--- src/iocc_cfg.svh ---
`ifndef IOCC_CFG_SVH
`define IOCC_CFG_SVH

// ----------------------------------------
// Register indexes (byte address = 4 x index)
// ----------------------------------------
`define IOCC_IDX_CTL      8'hb2
`define IOCC_IDX_TRIM     8'hb3
`define IOCC_IDX_CFG      8'hb4

// ----------------------------------------
// Control register field positions
// ----------------------------------------
`define IOCC_CTL_EN       7
`define IOCC_CTL_RDY      6
`define IOCC_CTL_SUSP     5

// ----------------------------------------
// Config register field positions
// ----------------------------------------
`define IOCC_CFG_POL      4
`define IOCC_CFG_PHY      5
`define IOCC_CFG_REC      6

// ----------------------------------------
// Reset values
// ----------------------------------------
`define IOCC_CTL_RST      8'h80
`define IOCC_PRESC_RST    2'b00
// Factory trim stand-in, value arbitrary
`define IOCC_TRIM_FACTORY 5'h10

// ----------------------------------------
// Oscillator model timing: base period in clk cycles, settle in oscillator periods
// ----------------------------------------
`define IOCC_OSC_BASE     6'h04
`define IOCC_SETTLE_TICKS 4'h8

`endif

--- src/iocc_pkg.sv ---
package iocc_pkg;

	// ----------------------------------------
	// Clock source choice
	// ----------------------------------------
	typedef enum logic [1:0] {
		IOCC_SRC_INT = 2'b00,  // Internal oscillator
		IOCC_SRC_EXT = 2'b01,  // External oscillator
		IOCC_SRC_MUL = 2'b10   // Clock multiplier
	} iocc_src_e;

	// ----------------------------------------
	// APB request bundle
	// ----------------------------------------
	typedef struct packed {
		logic        psel;     // Slave select
		logic        penable;  // Access phase
		logic        pwrite;   // Write when high
		logic [11:0] paddr;    // Byte address
		logic [31:0] pwdata;   // Write data
		logic [3:0]  pstrb;    // Byte lanes
	} iocc_apb_req_s;

	// ----------------------------------------
	// Whole block state
	// ----------------------------------------
	typedef struct packed {
		logic        ctl_en;     // Oscillator enable
		logic        ctl_susp;   // Suspend flag
		logic [1:0]  presc_sel;  // Prescale select
		logic [4:0]  trim;       // Period trim
		iocc_src_e   sys_src;    // Core clock source
		iocc_src_e   usb_src;    // USB clock source
		logic        bus_pol;    // Wake polarity
		logic        phy_en;     // Transceiver on
		logic        rec_en;     // Clock recovery on
		logic [5:0]  per_cnt;    // Period counter
		logic [3:0]  settle;     // Settle counter
		logic        ready;      // Frequency ready
		logic        tick;       // Osc output pulse
		logic [2:0]  div_cnt;    // Prescale counter
		logic        div_pulse;  // Divided pulse
		logic        core_en;    // Core clock enable
		logic        usb_en;     // USB clock enable
		logic        resume;     // Resume pulse
		logic        ni_s1;      // Non-idle sync
		logic        ni_s2;
		logic        ni_s3;
		logic        vb_s1;      // Bus power sync
		logic        vb_s2;
		logic        ex_s1;      // External clock sync
		logic        ex_s2;
		logic        ex_s3;
		logic        mu_s1;      // Multiplier sync
		logic        mu_s2;
		logic        mu_s3;
		logic        mu_half;    // Multiplier halver
		logic        pready;     // APB ready
		logic        pslverr;    // APB error
		logic [7:0]  prdata;     // APB read byte
	} iocc_state_s;

endpackage : iocc_pkg

--- src/iocc_top.sv ---
`include "iocc_cfg.svh"

module iocc_top
	import iocc_pkg::*;
(
	input  wire logic          clk_i,                 // 20 MHz clock
	input  wire logic          sys_rst_i,             // Async reset
	input  wire iocc_apb_req_s apb_i,                 // APB request
	output logic [31:0]        prdata_o,              // APB read data
	output logic               pready_o,              // APB ready
	output logic               pslverr_o,             // APB error
	input  wire logic          ext_osc_i,             // External osc level
	input  wire logic          mult_clk_i,            // Multiplier level
	input  wire logic          usb_nonidle_i,         // Non-idle bus
	input  wire logic          bus_power_i,           // Bus power level
	output logic               core_clock_en_o,       // Core clock pulse
	output logic               usb_function_clock_o,  // USB clock pulse
	output logic               resume_irq_o,          // Resume pulse
	output logic               transceiver_enable_o,  // Transceiver on
	output logic               osc_tick_o,            // Internal osc pulse
	output logic [4:0]         osc_period_trim_o      // Trim to oscillator
);

	// ----------------------------------------
	// State and helpers
	// ----------------------------------------
	iocc_state_s st_reg;     // Registered state
	iocc_state_s st_next;    // Next state
	logic        run;        // Oscillator runs
	logic        ext_tick;   // External edge
	logic        mul_tick;   // Multiplier edge
	logic        mul_half;   // Multiplier / 2
	logic        wake_ni;    // Non-idle wake
	logic        wake_vb;    // Bus power wake
	logic        ni_rise;    // Non-idle start
	logic        acc;        // Access phase
	logic        done;       // Transfer completes
	logic        wr_ok;      // Write takes effect
	logic [5:0]  period;     // Period length

	// Byte address of a register index
	function automatic logic [11:0] addr_of(input logic [7:0] idx);
		addr_of = {2'b00, idx, 2'b00};
	endfunction : addr_of

	// Prescale reload for a select value
	function automatic logic [2:0] div_max(input logic [1:0] sel);
		case (sel)
			2'b00:   div_max = 3'h7;  // Divide by 8
			2'b01:   div_max = 3'h3;  // Divide by 4
			2'b10:   div_max = 3'h1;  // Divide by 2
			default: div_max = 3'h0;  // Undivided
		endcase
	endfunction : div_max

	// ----------------------------------------
	// Next-state logic
	// ----------------------------------------
	// All behaviour lives here; the flop only registers it
	always_comb begin
		st_next = st_reg;
		// Pulses last one cycle
		st_next.tick      = 1'b0;
		st_next.div_pulse = 1'b0;
		st_next.core_en   = 1'b0;
		st_next.usb_en    = 1'b0;
		st_next.resume    = 1'b0;

		// Synchronisers; first stage feeds only the second
		st_next.ni_s1 = usb_nonidle_i;
		st_next.ni_s2 = st_reg.ni_s1;
		st_next.ni_s3 = st_reg.ni_s2;
		st_next.vb_s1 = bus_power_i;
		st_next.vb_s2 = st_reg.vb_s1;
		st_next.ex_s1 = ext_osc_i;
		st_next.ex_s2 = st_reg.ex_s1;
		st_next.ex_s3 = st_reg.ex_s2;
		st_next.mu_s1 = mult_clk_i;
		st_next.mu_s2 = st_reg.mu_s1;
		st_next.mu_s3 = st_reg.mu_s2;

		// Edges of the foreign clocks
		// Both are free-running levels; the third flop only marks the edge
		ext_tick = st_reg.ex_s2 & ~st_reg.ex_s3;
		mul_tick = st_reg.mu_s2 & ~st_reg.mu_s3;
		// Every second multiplier edge
		mul_half = mul_tick & st_reg.mu_half;
		if (mul_tick) begin
			st_next.mu_half = ~st_reg.mu_half;
		end

		// Oscillator halted when off or suspended
		run    = st_reg.ctl_en & ~st_reg.ctl_susp;
		// Larger trim gives a longer period
		period = `IOCC_OSC_BASE + {1'b0, st_reg.trim};

		// ------------------------------------
		// Internal oscillator model
		// ------------------------------------
		if (!run) begin
			// Stopped: no pulses, ready dropped
			st_next.per_cnt = 6'h00;
			st_next.settle  = 4'h0;
			st_next.ready   = 1'b0;
		end else if (st_reg.per_cnt == period - 6'h01) begin
			st_next.per_cnt = 6'h00;
			st_next.tick    = 1'b1;
			// Ready only after enough full periods
			if (!st_reg.ready) begin
				if (st_reg.settle == `IOCC_SETTLE_TICKS - 4'h1) begin
					st_next.ready = 1'b1;
				end else begin
					st_next.settle = st_reg.settle + 4'h1;
				end
			end
		end else begin
			st_next.per_cnt = st_reg.per_cnt + 6'h01;
		end

		// ------------------------------------
		// Prescaler
		// ------------------------------------
		// Reload picks up a new ratio only on wrap, so no short pulse
		if (st_reg.tick) begin
			if (st_reg.div_cnt == 3'h0) begin
				st_next.div_pulse = 1'b1;
				st_next.div_cnt   = div_max(st_reg.presc_sel);
			end else begin
				st_next.div_cnt = st_reg.div_cnt - 3'h1;
			end
		end

		// ------------------------------------
		// Clock source selection
		// ------------------------------------
		// Code 11 falls back to internal, the source reset picks
		case (st_reg.sys_src)
			IOCC_SRC_EXT: st_next.core_en = ext_tick;
			IOCC_SRC_MUL: st_next.core_en = mul_half;
			default:      st_next.core_en = st_reg.div_pulse;
		endcase
		// Trimmed internal source is software's risk
		case (st_reg.usb_src)
			IOCC_SRC_EXT: st_next.usb_en = ext_tick;
			IOCC_SRC_MUL: st_next.usb_en = mul_tick;
			default:      st_next.usb_en = st_reg.tick;
		endcase

		// ------------------------------------
		// Suspend wake and resume
		// ------------------------------------
		// Detection is not gated by transceiver enable
		wake_ni = st_reg.ni_s2;
		wake_vb = st_reg.vb_s2 == st_reg.bus_pol;
		ni_rise = st_reg.ni_s2 & ~st_reg.ni_s3;
		if (st_reg.ctl_susp && (wake_ni || wake_vb)) begin
			st_next.ctl_susp = 1'b0;
		end
		// Resume while asleep; software then enables transceiver
		if (ni_rise && (st_reg.ctl_susp || !st_reg.phy_en)) begin
			st_next.resume = 1'b1;
		end

		// ------------------------------------
		// APB slave, one wait state
		// ------------------------------------
		acc   = apb_i.psel & apb_i.penable;
		done  = acc & st_reg.pready;
		wr_ok = done & apb_i.pwrite & apb_i.pstrb[0];
		st_next.pready  = acc & ~st_reg.pready;
		st_next.pslverr = 1'b0;
		st_next.prdata  = 8'h00;
		if (acc && !st_reg.pready) begin
			case (apb_i.paddr)
				addr_of(`IOCC_IDX_CTL): begin
					// Unused bits read zero
					st_next.prdata = {st_reg.ctl_en, st_reg.ready,
						st_reg.ctl_susp, 3'b000, st_reg.presc_sel};
				end
				addr_of(`IOCC_IDX_TRIM): begin
					// Recovery owns the trim, hide it
					if (st_reg.rec_en) begin
						st_next.prdata = 8'h00;
					end else begin
						st_next.prdata = {3'b000, st_reg.trim};
					end
				end
				addr_of(`IOCC_IDX_CFG): begin
					st_next.prdata = {1'b0, st_reg.rec_en, st_reg.phy_en,
						st_reg.bus_pol, st_reg.usb_src, st_reg.sys_src};
				end
				default: begin
					// Unmapped address
					st_next.pslverr = 1'b1;
				end
			endcase
		end

		// Writes come last so software wins the cycle
		if (wr_ok) begin
			case (apb_i.paddr)
				addr_of(`IOCC_IDX_CTL): begin
					st_next.ctl_en    = apb_i.pwdata[`IOCC_CTL_EN];
					st_next.presc_sel = apb_i.pwdata[1:0];
					// Writing zero does not leave suspend
					if (apb_i.pwdata[`IOCC_CTL_SUSP]) begin
						st_next.ctl_susp = 1'b1;
					end
				end
				addr_of(`IOCC_IDX_TRIM): begin
					// New period must settle again
					st_next.trim   = apb_i.pwdata[4:0];
					st_next.ready  = 1'b0;
					st_next.settle = 4'h0;
				end
				addr_of(`IOCC_IDX_CFG): begin
					st_next.sys_src = iocc_src_e'(apb_i.pwdata[1:0]);
					st_next.usb_src = iocc_src_e'(apb_i.pwdata[3:2]);
					st_next.bus_pol = apb_i.pwdata[`IOCC_CFG_POL];
					st_next.phy_en  = apb_i.pwdata[`IOCC_CFG_PHY];
					st_next.rec_en  = apb_i.pwdata[`IOCC_CFG_REC];
				end
				default: begin
					// Ignored
					st_next.pslverr = st_next.pslverr;
				end
			endcase
		end
	end

	// ----------------------------------------
	// State register
	// ----------------------------------------
	// Reset restores factory trim and the slow internal clock
	always_ff @(posedge clk_i or posedge sys_rst_i) begin
		if (sys_rst_i) begin
			st_reg <= '{
				ctl_en:    1'(`IOCC_CTL_RST >> `IOCC_CTL_EN),
				presc_sel: `IOCC_PRESC_RST,
				trim:      `IOCC_TRIM_FACTORY,
				sys_src:   IOCC_SRC_INT,
				usb_src:   IOCC_SRC_INT,
				default:   '0
			};
		end else begin
			st_reg <= st_next;
		end
	end

	// ----------------------------------------
	// Outputs, all from flops
	// ----------------------------------------
	assign prdata_o             = {24'h000000, st_reg.prdata};
	assign pready_o             = st_reg.pready;
	assign pslverr_o            = st_reg.pslverr;
	assign core_clock_en_o      = st_reg.core_en;
	assign usb_function_clock_o = st_reg.usb_en;
	assign resume_irq_o         = st_reg.resume;
	assign transceiver_enable_o = st_reg.phy_en;
	assign osc_tick_o           = st_reg.tick;
	assign osc_period_trim_o    = st_reg.trim;
endmodule : iocc_top

--- config.mk ---
export PLATFORM = sky130hd
export DESIGN_NAME = iocc_top
export DESIGN_NICKNAME = d
export VERILOG_FILES = /design/src/iocc_pkg.sv /design/src/iocc_top.sv
export VERILOG_INCLUDE_DIRS = /design/src
export SDC_FILE = /design/constraint.sdc
export NUM_CORES = 1
export LEC_CHECK = 0
export BUFFER_PORTS_ARGS = -buffer_cell sky130_fd_sc_hd__buf_2
export CAP_MARGIN = 20
export CORE_MARGIN = 5
export CORE_UTILIZATION = 45
export DETAILED_ROUTE_END_ITERATION = 8
export GPL_ROUTABILITY_DRIVEN = 0
export HOLD_SLACK_MARGIN = 0.03
export PLACE_DENSITY = 0.75
export SLEW_MARGIN = 20
export SYNTH_ARGS = -nofsm -noshare
export SYNTH_HDL_FRONTEND = slang
export SYNTH_SLANG_ARGS = --single-unit
--- constraint.sdc ---
create_clock -name clk_i -period 2.7 [get_ports clk_i]
set_input_delay 0.135 -clock clk_i [delete_from_list [all_inputs] [get_ports clk_i]]
set_output_delay 0.135 -clock clk_i [all_outputs]
set_load 0.005 [all_outputs]
==> results.sh, run 1 <==
export IMPL_die_w_um=89.3
export IMPL_dp_hpwl_mm=4.14
export IMPL_placement_io_buffers=49
export IMPL_setup_violations=0
export IMPL_drive_gt1_share_pct=26.3
export IMPL_clock_fmax_mhz=422
export IMPL_cts_path_max_buffers=2
export IMPL_dieArea_um2=7970
export IMPL_p_seq_share_pct=48.8
export IMPL_io_pins=101
export IMPL_synth_top_cells_by_area="dfrtp_1 49%, buf_4 9.8%, ha_1 4.0%, nor2_1 3.7%, mux2_2 2.8%"
export IMPL_final_cells=398
export IMPL_fin_setup_tns_ns=0
export IMPL_swShare_pct=21.4
export IMPL_numCtsBuffers=9
export IMPL_cts_tree="yes"
export IMPL_finalHoldViolations=0
export IMPL_worst_hold_path_type="input pin to register"
export IMPL_period_minus_slack_ns=2.37
export IMPL_synth_edff_count=0
export IMPL_overflow=0
export IMPL_nNetsFinal=384
export IMPL_rr_startpoint="osc_period_trim_o[0]$_DFFE_PP0P_"
export IMPL_synth_seq_cells=57
export IMPL_grt_pass1_vias=1955
export IMPL_cp_top_family="compound AO/OA/AOI/OAI gates"
export IMPL_cp_data_required_time_ns=2.91
export IMPL_start_util_pct=46.9
export IMPL_routed_wl_mm=5.54
export IMPL_outcome="finished, final reports clean"
export IMPL_grt_setup_unrepaired="no"
export IMPL_switching_power_uw=387
export IMPL_grt_max_degree=22
export IMPL_numClockSinks=57
export IMPL_synthArstFlopShare_pct=100
export IMPL_seq_area_frac_synth_pct=50.6
export IMPL_dr_pass1_iters=7
export IMPL_cts_root_buffer="clkbuf_8"
export IMPL_yosysWarningCount=0
export IMPL_avgSynthCellArea_um2=10.7
export IMPL_vias_per_cell=4.94
export IMPL_vias=1968
export IMPL_pwr_share_clk_pct=46.7
export IMPL_cp_start_kind="register"
export IMPL_fin_ws_ns=0.331
export IMPL_worst_pin_slew_ns=0.530
export IMPL_hold_path_startpoint="apb_i[8]"
export IMPL_grt_first_pass_wirelength_mm=8.91
export IMPL_antenna_found_initial=0
export IMPL_synth_top_cell_area_share_pct=48.7
export IMPL_core_area_um2=6030
export IMPL_p_int_uw=1420
export IMPL_whs_ns=0.0437
export IMPL_critical_path_class="register to register"
export IMPL_avgRoutedWirePerCell_um=13.9
export IMPL_drtIter0Drc=71
export IMPL_p_leak_uw=0.00160
export IMPL_critPathBufInv=1
export IMPL_maxCapViolations=0
export IMPL_antenna_left=0
export IMPL_maxSlewHeadroom_pct=64.4
export IMPL_h_tree_depth=3
export IMPL_grt_use_total_pct=15.0
export IMPL_crit_arrival_ns=2.58
export IMPL_syn_to_final_growth_pct=15.3
export IMPL_antenna_cells=0
export IMPL_netlist_area_um2=2830
export IMPL_largest_reg_flops=30
export IMPL_yosys_area_top_type="dfrtp_1"
export IMPL_fillers=541
export IMPL_insertion_delay_ns=0.33
export IMPL_p_comb_share_pct=4.5
export IMPL_utilization_pct=54.1
export IMPL_clk_pin_slew_ns=0.07
export IMPL_syn_inst=265
export IMPL_post_cts_setup_buffer_count=0
export IMPL_die_y_um=89.3
export IMPL_p_per_area_nw_per_um2=555
export IMPL_synth_cell_types=47
export IMPL_drc=0
export IMPL_placed_cells=375
export IMPL_crit_start="osc_period_trim_o[0]$_DFFE_PP0P_"
export IMPL_ir_worst_vdd_mv=0.313
export IMPL_rows=28
export IMPL_min_period_over_period_pct=87.7
export IMPL_finClkSkew_ns=0.00771
export IMPL_crit_fanout=6
export IMPL_dp_worst_setup_slack_ns=0.340
export IMPL_synth_main_ff_cell="dfrtp_1"
export IMPL_max_stage_delay_ns=0.45
export IMPL_cpMaxStageDelayCell="dfrtp_1"
export IMPL_crit_chain="inv_1 > ha_1 > or3_1 > a221oi_1 > o2111ai_1 > o311ai_0 > nand2_1"
export IMPL_final_max_slew_viol_count=0
export IMPL_critical_path_endpoint_type="register"
synth_stat cells (2+ instances only):
cell / number
a222oi_1: 2
inv_1: 14
ha_1: 9
o21ai_0: 10
dfstp_2: 2
nor2b_1: 4
xnor2_1: 7
mux2_2: 7
nor3_1: 3
a21boi_0: 2
xor2_1: 6
and3_1: 3
a21oi_1: 8
nor4_1: 2
a221oi_1: 2
nand2b_1: 4
clkbuf_1: 2
nand3_1: 7
nand4_1: 2
nor2_1: 28
a22oi_1: 5
o2111ai_1: 2
nand2_1: 18
buf_4: 37
dfrtp_1: 55
or3_1: 2
mux2_4: 2
cell families after synthesis:
kind of cell             after synthesis  synth area share [%]
AO/OA/AOI/OAI                         38                  9.08
XOR/XNOR                              13                  4.03
adder cells (fa/ha/maj)                9                  3.98
buffers and inverters                 54                  12.4
flip-flops                            57                  50.6
multiplexers                          10                  4.21
other                                  1                 0.133
AND/OR/NAND/NOR                       83                  15.7
through the flow:
step	power [µW]	instance area, µm²
final	1810	3260
after global routing	1880	3260
after CTS	1830	3260
after detailed placement	972	2980
after global placement	970	2980
after floorplan	958	2910
final timing paths:
path                                                         end  slack, ns  cells after the start
worst max-delay path                        st_reg[32]$_DFF_PP0_       0.33                      7
worst min-delay path            osc_period_trim_o[4]$_DFFE_PP1P_       0.04                      2
worst max register to register              st_reg[32]$_DFF_PP0_       0.33                      7
worst min register to register              st_reg[17]$_DFF_PP0_       0.35                      0
max in group asynchronous                 st_reg[56]$_DFFE_PP1P_       1.70                      4
min in group asynchronous                 st_reg[26]$_DFFE_PP0P_       0.34                      3
layer usage:
metal / GRT usage, % / wire length [µm] / up-vias
li1: - / - / 950
met1: 17.7 / 2210 / 943
met2: 24.6 / 2880 / 69
met3: 5.25 / 404 / 6
met4: 6.63 / 48 / 0
met5: 0 / 0 / -
cells in the final DEF, fill, tap and decap left out, types with 3 or more instances in the layout:
master,synthesis,layout
nor2_1,28,28
dfrtp_1,55,55
dlygate4sd3_1,0,7
clkinv_2,0,3
nor2b_1,4,4
ha_1,9,9
a21oi_1,8,8
nand2b_1,4,4
xnor2_1,7,7
clkbuf_8,0,9
nand3_1,7,7
mux2_2,7,7
conb_1,1,24
and3_1,3,3
nor3_1,3,3
a22oi_1,5,5
inv_1,14,13
xor2_1,6,6
o21ai_0,10,10
buf_4,37,3
nand2_1,18,18
buf_2,0,49
cell type report:
class | count | area (µm²) | area share, %
clock buffer | 10 | 128 | 3.92
clock inverter | 6 | 82.6 | 2.53
inverter | 14 | 52.6 | 1.61
multi-input combinational | 177 | 1130 | 34.8
sequential | 57 | 1430 | 43.9
tap | 75 | 93.8 | 2.88
timing repair buffer | 59 | 338 | 10.4
power groups by stage:
stage	Clock, µW	Combinational, µW	Sequential, µW
after CTS	860	82.6	883
after detailed placement	0	73.9	899
after global placement	0	72.5	897
after floorplan	0	62.1	896
after global routing	902	93.4	885
final	843	81.3	883
timing repair:
| action | in CTS | in global routing |
|---|---|---|
| hold buffers | 7 | 0 |
| resized for setup | 0 | 0 |
| endpoints found under the hold margin | 25 | 0 |
Note: power is estimated with default switching activity, not from simulation.
==> run 2: changes to the inputs <==
--- a/config.mk
+++ b/config.mk
@@ -9,11 +9,11 @@
 export BUFFER_PORTS_ARGS = -buffer_cell sky130_fd_sc_hd__buf_2
 export CAP_MARGIN = 20
 export CORE_MARGIN = 5
-export CORE_UTILIZATION = 45
+export CORE_UTILIZATION = 50
 export DETAILED_ROUTE_END_ITERATION = 8
 export GPL_ROUTABILITY_DRIVEN = 0
 export HOLD_SLACK_MARGIN = 0.03
-export PLACE_DENSITY = 0.75
+export PLACE_DENSITY = 0.82
 export SLEW_MARGIN = 20
 export SYNTH_ARGS = -nofsm -noshare
 export SYNTH_HDL_FRONTEND = slang
==> run 2 against run 1 <==
Die area is 8.9% lower. Clock power is 9.4% lower. Hold slack better by 0.0042 ns. Non-clock buffer count is 2 lower. Clock skew is 0.0021 ns lower. Wire length is 0.87% higher. Via count is 0.71% higher. Sequential power hardly changed. First-iteration DRC count is 100% higher. Global-route usage is 1.8 points higher. Critical path type unchanged. Critical endpoint unchanged.
==> results.sh, run 2 (synthesis gave the netlist of run 1 again) <==
export IMPL_outcome="finished, final reports clean"
export IMPL_dieArea_um2=7260
export IMPL_dr_pass1_iters=4
export IMPL_period_minus_slack_ns=2.36
export IMPL_p_per_area_nw_per_um2=537
export IMPL_h_tree_depth=3
export IMPL_cts_path_max_buffers=2
export IMPL_post_cts_setup_buffer_count=0
export IMPL_grt_max_degree=36
export IMPL_routed_wl_mm=5.59
export IMPL_ctsResizeCount=0
export IMPL_most_common_layout_cells="55 x dfrtp_1, 49 x buf_2, 28 x nor2_1"
export IMPL_whs_ns=0.0479
export IMPL_maxSlewHeadroom_pct=66.1
export IMPL_grt_use_total_pct=16.8
export IMPL_critical_path_endpoint_type="register"
export IMPL_cp_data_required_time_ns=2.91
export IMPL_fin_setup_tns_ns=0
export IMPL_die_w_um=85.2
export IMPL_core_area_um2=5510
export IMPL_grt_first_pass_wirelength_mm=9.56
export IMPL_drtIter0Drc=143
export IMPL_worst_hold_path_type="input pin to register"
export IMPL_finClkSkew_ns=0.00565
export IMPL_avgRoutedWirePerCell_um=14.2
export IMPL_p_comb_share_pct=4.6
export IMPL_fillers=439
export IMPL_cts_root_buffer="clkbuf_8"
export IMPL_cp_start_kind="register"
export IMPL_final_max_slew_viol_count=0
export IMPL_finalPower_uw=1730
export IMPL_io_pins=101
export IMPL_critical_path_class="register to register"
export IMPL_p_leak_uw=0.00159
export IMPL_setup_violations=0
export IMPL_drive_gt1_share_pct=25.5
export IMPL_switching_power_uw=374
export IMPL_numCtsBuffers=9
export IMPL_crit_arrival_ns=2.57
export IMPL_vias_per_cell=5.04
export IMPL_start_util_pct=51.3
export IMPL_rows=27
export IMPL_placed_area_um2=2970
export IMPL_dp_worst_setup_slack_ns=0.378
export IMPL_insertion_delay_ns=0.33
export IMPL_nNetsFinal=382
export IMPL_crit_fanout=6
export IMPL_largest_reg_flops=30
export IMPL_grt_setup_unrepaired="no"
export IMPL_multi_input_area_um2=1130
export IMPL_antenna_found_initial=0
export IMPL_vias=1982
export IMPL_worst_pin_slew_ns=0.504
export IMPL_maxCapViolations=0
export IMPL_overflow=0
export IMPL_clock_fmax_mhz=423
export IMPL_p_int_uw=1350
export IMPL_placement_io_buffers=49
export IMPL_fin_ws_ns=0.336
export IMPL_final_common_cell="dfrtp_1"
export IMPL_drc=0
export IMPL_dp_hpwl_mm=4.13
export IMPL_swShare_pct=21.7
export IMPL_finalHoldViolations=0
export IMPL_numClockSinks=57
export IMPL_clk_pin_slew_ns=0.06
export IMPL_ir_worst_vdd_mv=0.257
export IMPL_antenna_cells=0
export IMPL_postLayoutCellArea_um2=3220
export IMPL_die_y_um=85.2
export IMPL_grt_pass1_vias=2028
export IMPL_antenna_left=0
export IMPL_pwr_share_clk_pct=44.2
export IMPL_syn_to_final_growth_pct=13.8
export IMPL_seqCellArea_um2=1430
export IMPL_p_seq_share_pct=51.2
export IMPL_cts_tree="yes"
export IMPL_hold_buffers=6
export IMPL_min_period_over_period_pct=87.6
==> run 2: changes by cell type in the layout (fill, tap and decap cells not counted), sizes merged <==
cell         delta
bufinv          -1
buf             -1
dlygate4sd3     -1
clkinv          -1
clkinvlp        -1
clkbuf          +3
==> run 2: worst max-delay path, cell delays in order, from the launching register on <==
cell	delay, ns
dfrtp_1	0.47
inv_1	0.10
ha_1	0.25
or3_1	0.32
a221oi_1	0.35
o2111ai_1	0.27
o311ai_0	0.40
nand2_1	0.08
==> run 2: layer usage <==
metal	share of wire, %	vias to the layer above	GRT usage [%]
met5	0	-	0
met1	39	944	20.6
li1	-	954	-
met4	3.7	0	8.63
met3	5.8	18	4.27
met2	51	66	27.3
==> run 2: layout make-up <==
type	instances	area share, %
sequential	57	44.4
multi-input combinational	177	35.3
timing repair buffer	57	9.96
clock buffer	13	4.63
tap	72	2.80
inverter	14	1.63
clock inverter	3	1.25
==> run 2: power groups by stage <==
stage                     registers (µW)  clock network (µW)  logic [µW]
after floorplan                      896                   0        62.1
after global placement               897                   0        70.9
after detailed placement             900                   0        72.5
after CTS                            884                 778        79.4
after global routing                 886                 824        90.2
final                                885                 764        79.3
==> run 2: path summary, 6_finish.rpt <==
| kind | from | to | slack, ns | depth (start not counted) |
|---|---|---|---|---|
| setup / recovery | osc_period_trim_o[0]$_DFFE_PP0P_ | st_reg[32]$_DFF_PP0_ | 0.34 | 7 |
| hold / removal | apb_i[11] | st_reg[56]$_DFFE_PP1P_ | 0.05 | 2 |
| setup reg to reg | osc_period_trim_o[0]$_DFFE_PP0P_ | st_reg[32]$_DFF_PP0_ | 0.34 | 7 |
| hold reg to reg | st_next[12]$_DFF_PP0_ | st_next[11]$_DFF_PP0_ | 0.35 | 0 |
| max in group asynchronous | sys_rst_i | osc_period_trim_o[4]$_DFFE_PP1P_ | 1.52 | 4 |
| min in group asynchronous | sys_rst_i | st_reg[14]$_DFF_PP0_ | 0.35 | 3 |
==> run 2: stage by stage <==
step | cells | utilization (%)
2_1_floorplan | 288 | -
6_report | 393 | 58.4
4_1_cts | 393 | 58.4
3_5_place_dp | 371 | 53.9
3_3_place_gp | 371 | 53.9
5_1_grt | 393 | 58.4
==> run 3: changes to the inputs <==
==> constraint.sdc (replaced) <==
create_clock -name clk_i -period 2.59 [get_ports clk_i]
set_input_delay 0.1295 -clock clk_i [delete_from_list [all_inputs] [get_ports clk_i]]
set_output_delay 0.1295 -clock clk_i [all_outputs]
set_load 0.005 [all_outputs]
==> run 3 against run 2 <==
First-iteration DRC count shrank 24%. Wire length decreased by 1.3%. Sequential cell count unchanged. Utilization increased by 1.2 points. Maximum frequency down 3.2%. Die area unchanged. Register-to-register slack got worse by 0.19 ns. Clock skew about the same. Sequential share of layout area is 0.88 points lower. Cell count up 0.76%. Final area rose by 2.0%. Critical endpoint unchanged. Largest power group is now the clock network. Highest routed layer unchanged.
==> results.sh, run 3 (synthesis gave the netlist of run 1 again) <==
export IMPL_p_comb_share_pct=4.4
export IMPL_overflow=0
export IMPL_insertion_delay_ns=0.34
export IMPL_grt_first_pass_wirelength_mm=9.40
export IMPL_antenna_left=0
export IMPL_fin_ws_ns=0.147
export IMPL_crit_arrival_ns=2.65
export IMPL_maxCapViolations=0
export IMPL_cts_path_max_buffers=2
export IMPL_rows=27
export IMPL_outcome="finished, final reports clean"
export IMPL_seqCellArea_um2=1430
export IMPL_critical_path_endpoint_type="register"
export IMPL_dp_worst_setup_slack_ns=0.243
export IMPL_drc=0
export IMPL_nNetsFinal=385
export IMPL_switching_power_uw=398
export IMPL_post_cts_setup_buffer_count=0
export IMPL_grt_setup_unrepaired="no"
export IMPL_routed_wl_mm=5.52
export IMPL_antenna_found_initial=0
export IMPL_drive_gt1_share_pct=25.6
export IMPL_fin_setup_tns_ns=0
export IMPL_finalPower_uw=1940
export IMPL_cp_start_kind="register"
export IMPL_cts_tree="yes"
export IMPL_cp_data_required_time_ns=2.79
export IMPL_critical_path_class="register to register"
export IMPL_drtIter0Drc=109
export IMPL_io_pins=101
export IMPL_grt_use_total_pct=16.5
export IMPL_p_int_uw=1540
export IMPL_finalHoldViolations=0
export IMPL_period_minus_slack_ns=2.44
export IMPL_die_y_um=85.2
export IMPL_dp_hpwl_mm=4.07
export IMPL_final_max_slew_viol_count=0
export IMPL_vias=1979
export IMPL_min_period_over_period_pct=94.3
export IMPL_p_leak_uw=0.00161
export IMPL_die_w_um=85.2
export IMPL_most_common_layout_cells="55 x dfrtp_1, 49 x buf_2, 28 x nor2_1"
export IMPL_avgRoutedWirePerCell_um=13.9
export IMPL_h_tree_depth=3
export IMPL_crit_start="osc_period_trim_o[0]$_DFFE_PP0P_"
export IMPL_finClkSkew_ns=0.00533
export IMPL_setup_violations=0
export IMPL_dr_pass1_iters=5
export IMPL_multi_input_area_um2=1140
export IMPL_dieArea_um2=7260
export IMPL_clk_pin_slew_ns=0.06
export IMPL_syn_to_final_growth_pct=16.1
export IMPL_placed_cells=371
export IMPL_pwr_share_clk_pct=48.1
export IMPL_start_util_pct=51.3
export IMPL_worst_hold_path_type="input pin to register"
export IMPL_largest_reg_flops=30
export IMPL_swShare_pct=20.5
export IMPL_crit_fanout=6
export IMPL_vias_per_cell=5.00
export IMPL_placement_io_buffers=49
export IMPL_grt_pass1_vias=2038
export IMPL_antenna_cells=0
export IMPL_hold_path_startpoint="apb_i[9]"
export IMPL_p_per_area_nw_per_um2=591
export IMPL_numCtsBuffers=9
export IMPL_fillers=425
export IMPL_ir_worst_vdd_mv=0.320
export IMPL_rr_startpoint="osc_period_trim_o[0]$_DFFE_PP0P_"
export IMPL_cts_root_buffer="clkbuf_8"
export IMPL_final_common_cell="dfrtp_1"
export IMPL_clock_fmax_mhz=409
export IMPL_numClockSinks=57
export IMPL_p_seq_share_pct=47.5
export IMPL_core_area_um2=5510
export IMPL_final_cells=396
export IMPL_grt_max_degree=36
-- run 3: repair_timing --
action,CTS,global route
hold buffers,9,0
hold endpoints to repair,29,0
setup endpoints to repair,0,1
gates resized for setup,0,1
-- run 3: metrics by stage --
stage / hold slack [ns] / cell area, µm² / utilization (%)
floorplan: 0.161 / 2910 / -
global placement: 0.154 / 2970 / 53.9
detailed placement: 0.164 / 2970 / 53.9
CTS: 0.0327 / 3280 / 59.6
global route: 0.0397 / 3280 / 59.6
finish: 0.0381 / 3280 / 59.6
-- run 3: routing by layer --
layer | vias to the layer above | wire length [µm] | global-route usage, %
met3 | 17 | 300 | 5.44
li1 | 958 | - | -
met4 | 0 | 135 | 7.19
met5 | - | 0 | 0
met2 | 61 | 2860 | 27.0
met1 | 943 | 2220 | 19.8
-- run 3: final cells by class --
class | instances | share of cell area, %
Inverter | 14 | 1.60
Multi-Input combinational cell | 177 | 34.6
Tap cell | 72 | 2.75
Sequential cell | 57 | 43.6
Timing Repair Buffer | 60 | 10.7
Clock buffer | 14 | 4.96
Clock inverter | 2 | 1.83
-- run 3: worst max-delay path, stage by stage, from the launching register on --
cell	delay (ns)
dfrtp_1	0.47
inv_1	0.10
ha_1	0.25
or3_1	0.33
a221oi_1	0.42
o2111ai_1	0.27
o311ai_0	0.37
nand2_1	0.10
-- run 3: worst paths after layout --
kind,to,slack (ns),cells after the start
worst max-delay path,st_reg[32]$_DFF_PP0_,0.15,7
worst min-delay path,st_reg[55]$_DFF_PP0_,0.04,3
worst max register to register,st_reg[32]$_DFF_PP0_,0.15,7
worst min register to register,st_reg[17]$_DFF_PP0_,0.35,0
max in group asynchronous,osc_period_trim_o[4]$_DFFE_PP1P_,1.43,4
min in group asynchronous,st_reg[46]$_DFFE_PP0P_,0.34,3
-- run 3: power groups by stage --
stage | clock network [µW] | registers, µW | logic, µW
2_1_floorplan | 0 | 934 | 64.7
3_3_place_gp | 0 | 935 | 73.9
3_5_place_dp | 0 | 938 | 75.4
4_1_cts | 946 | 922 | 86.0
5_1_grt | 996 | 923 | 97.9
6_report | 933 | 922 | 85.5
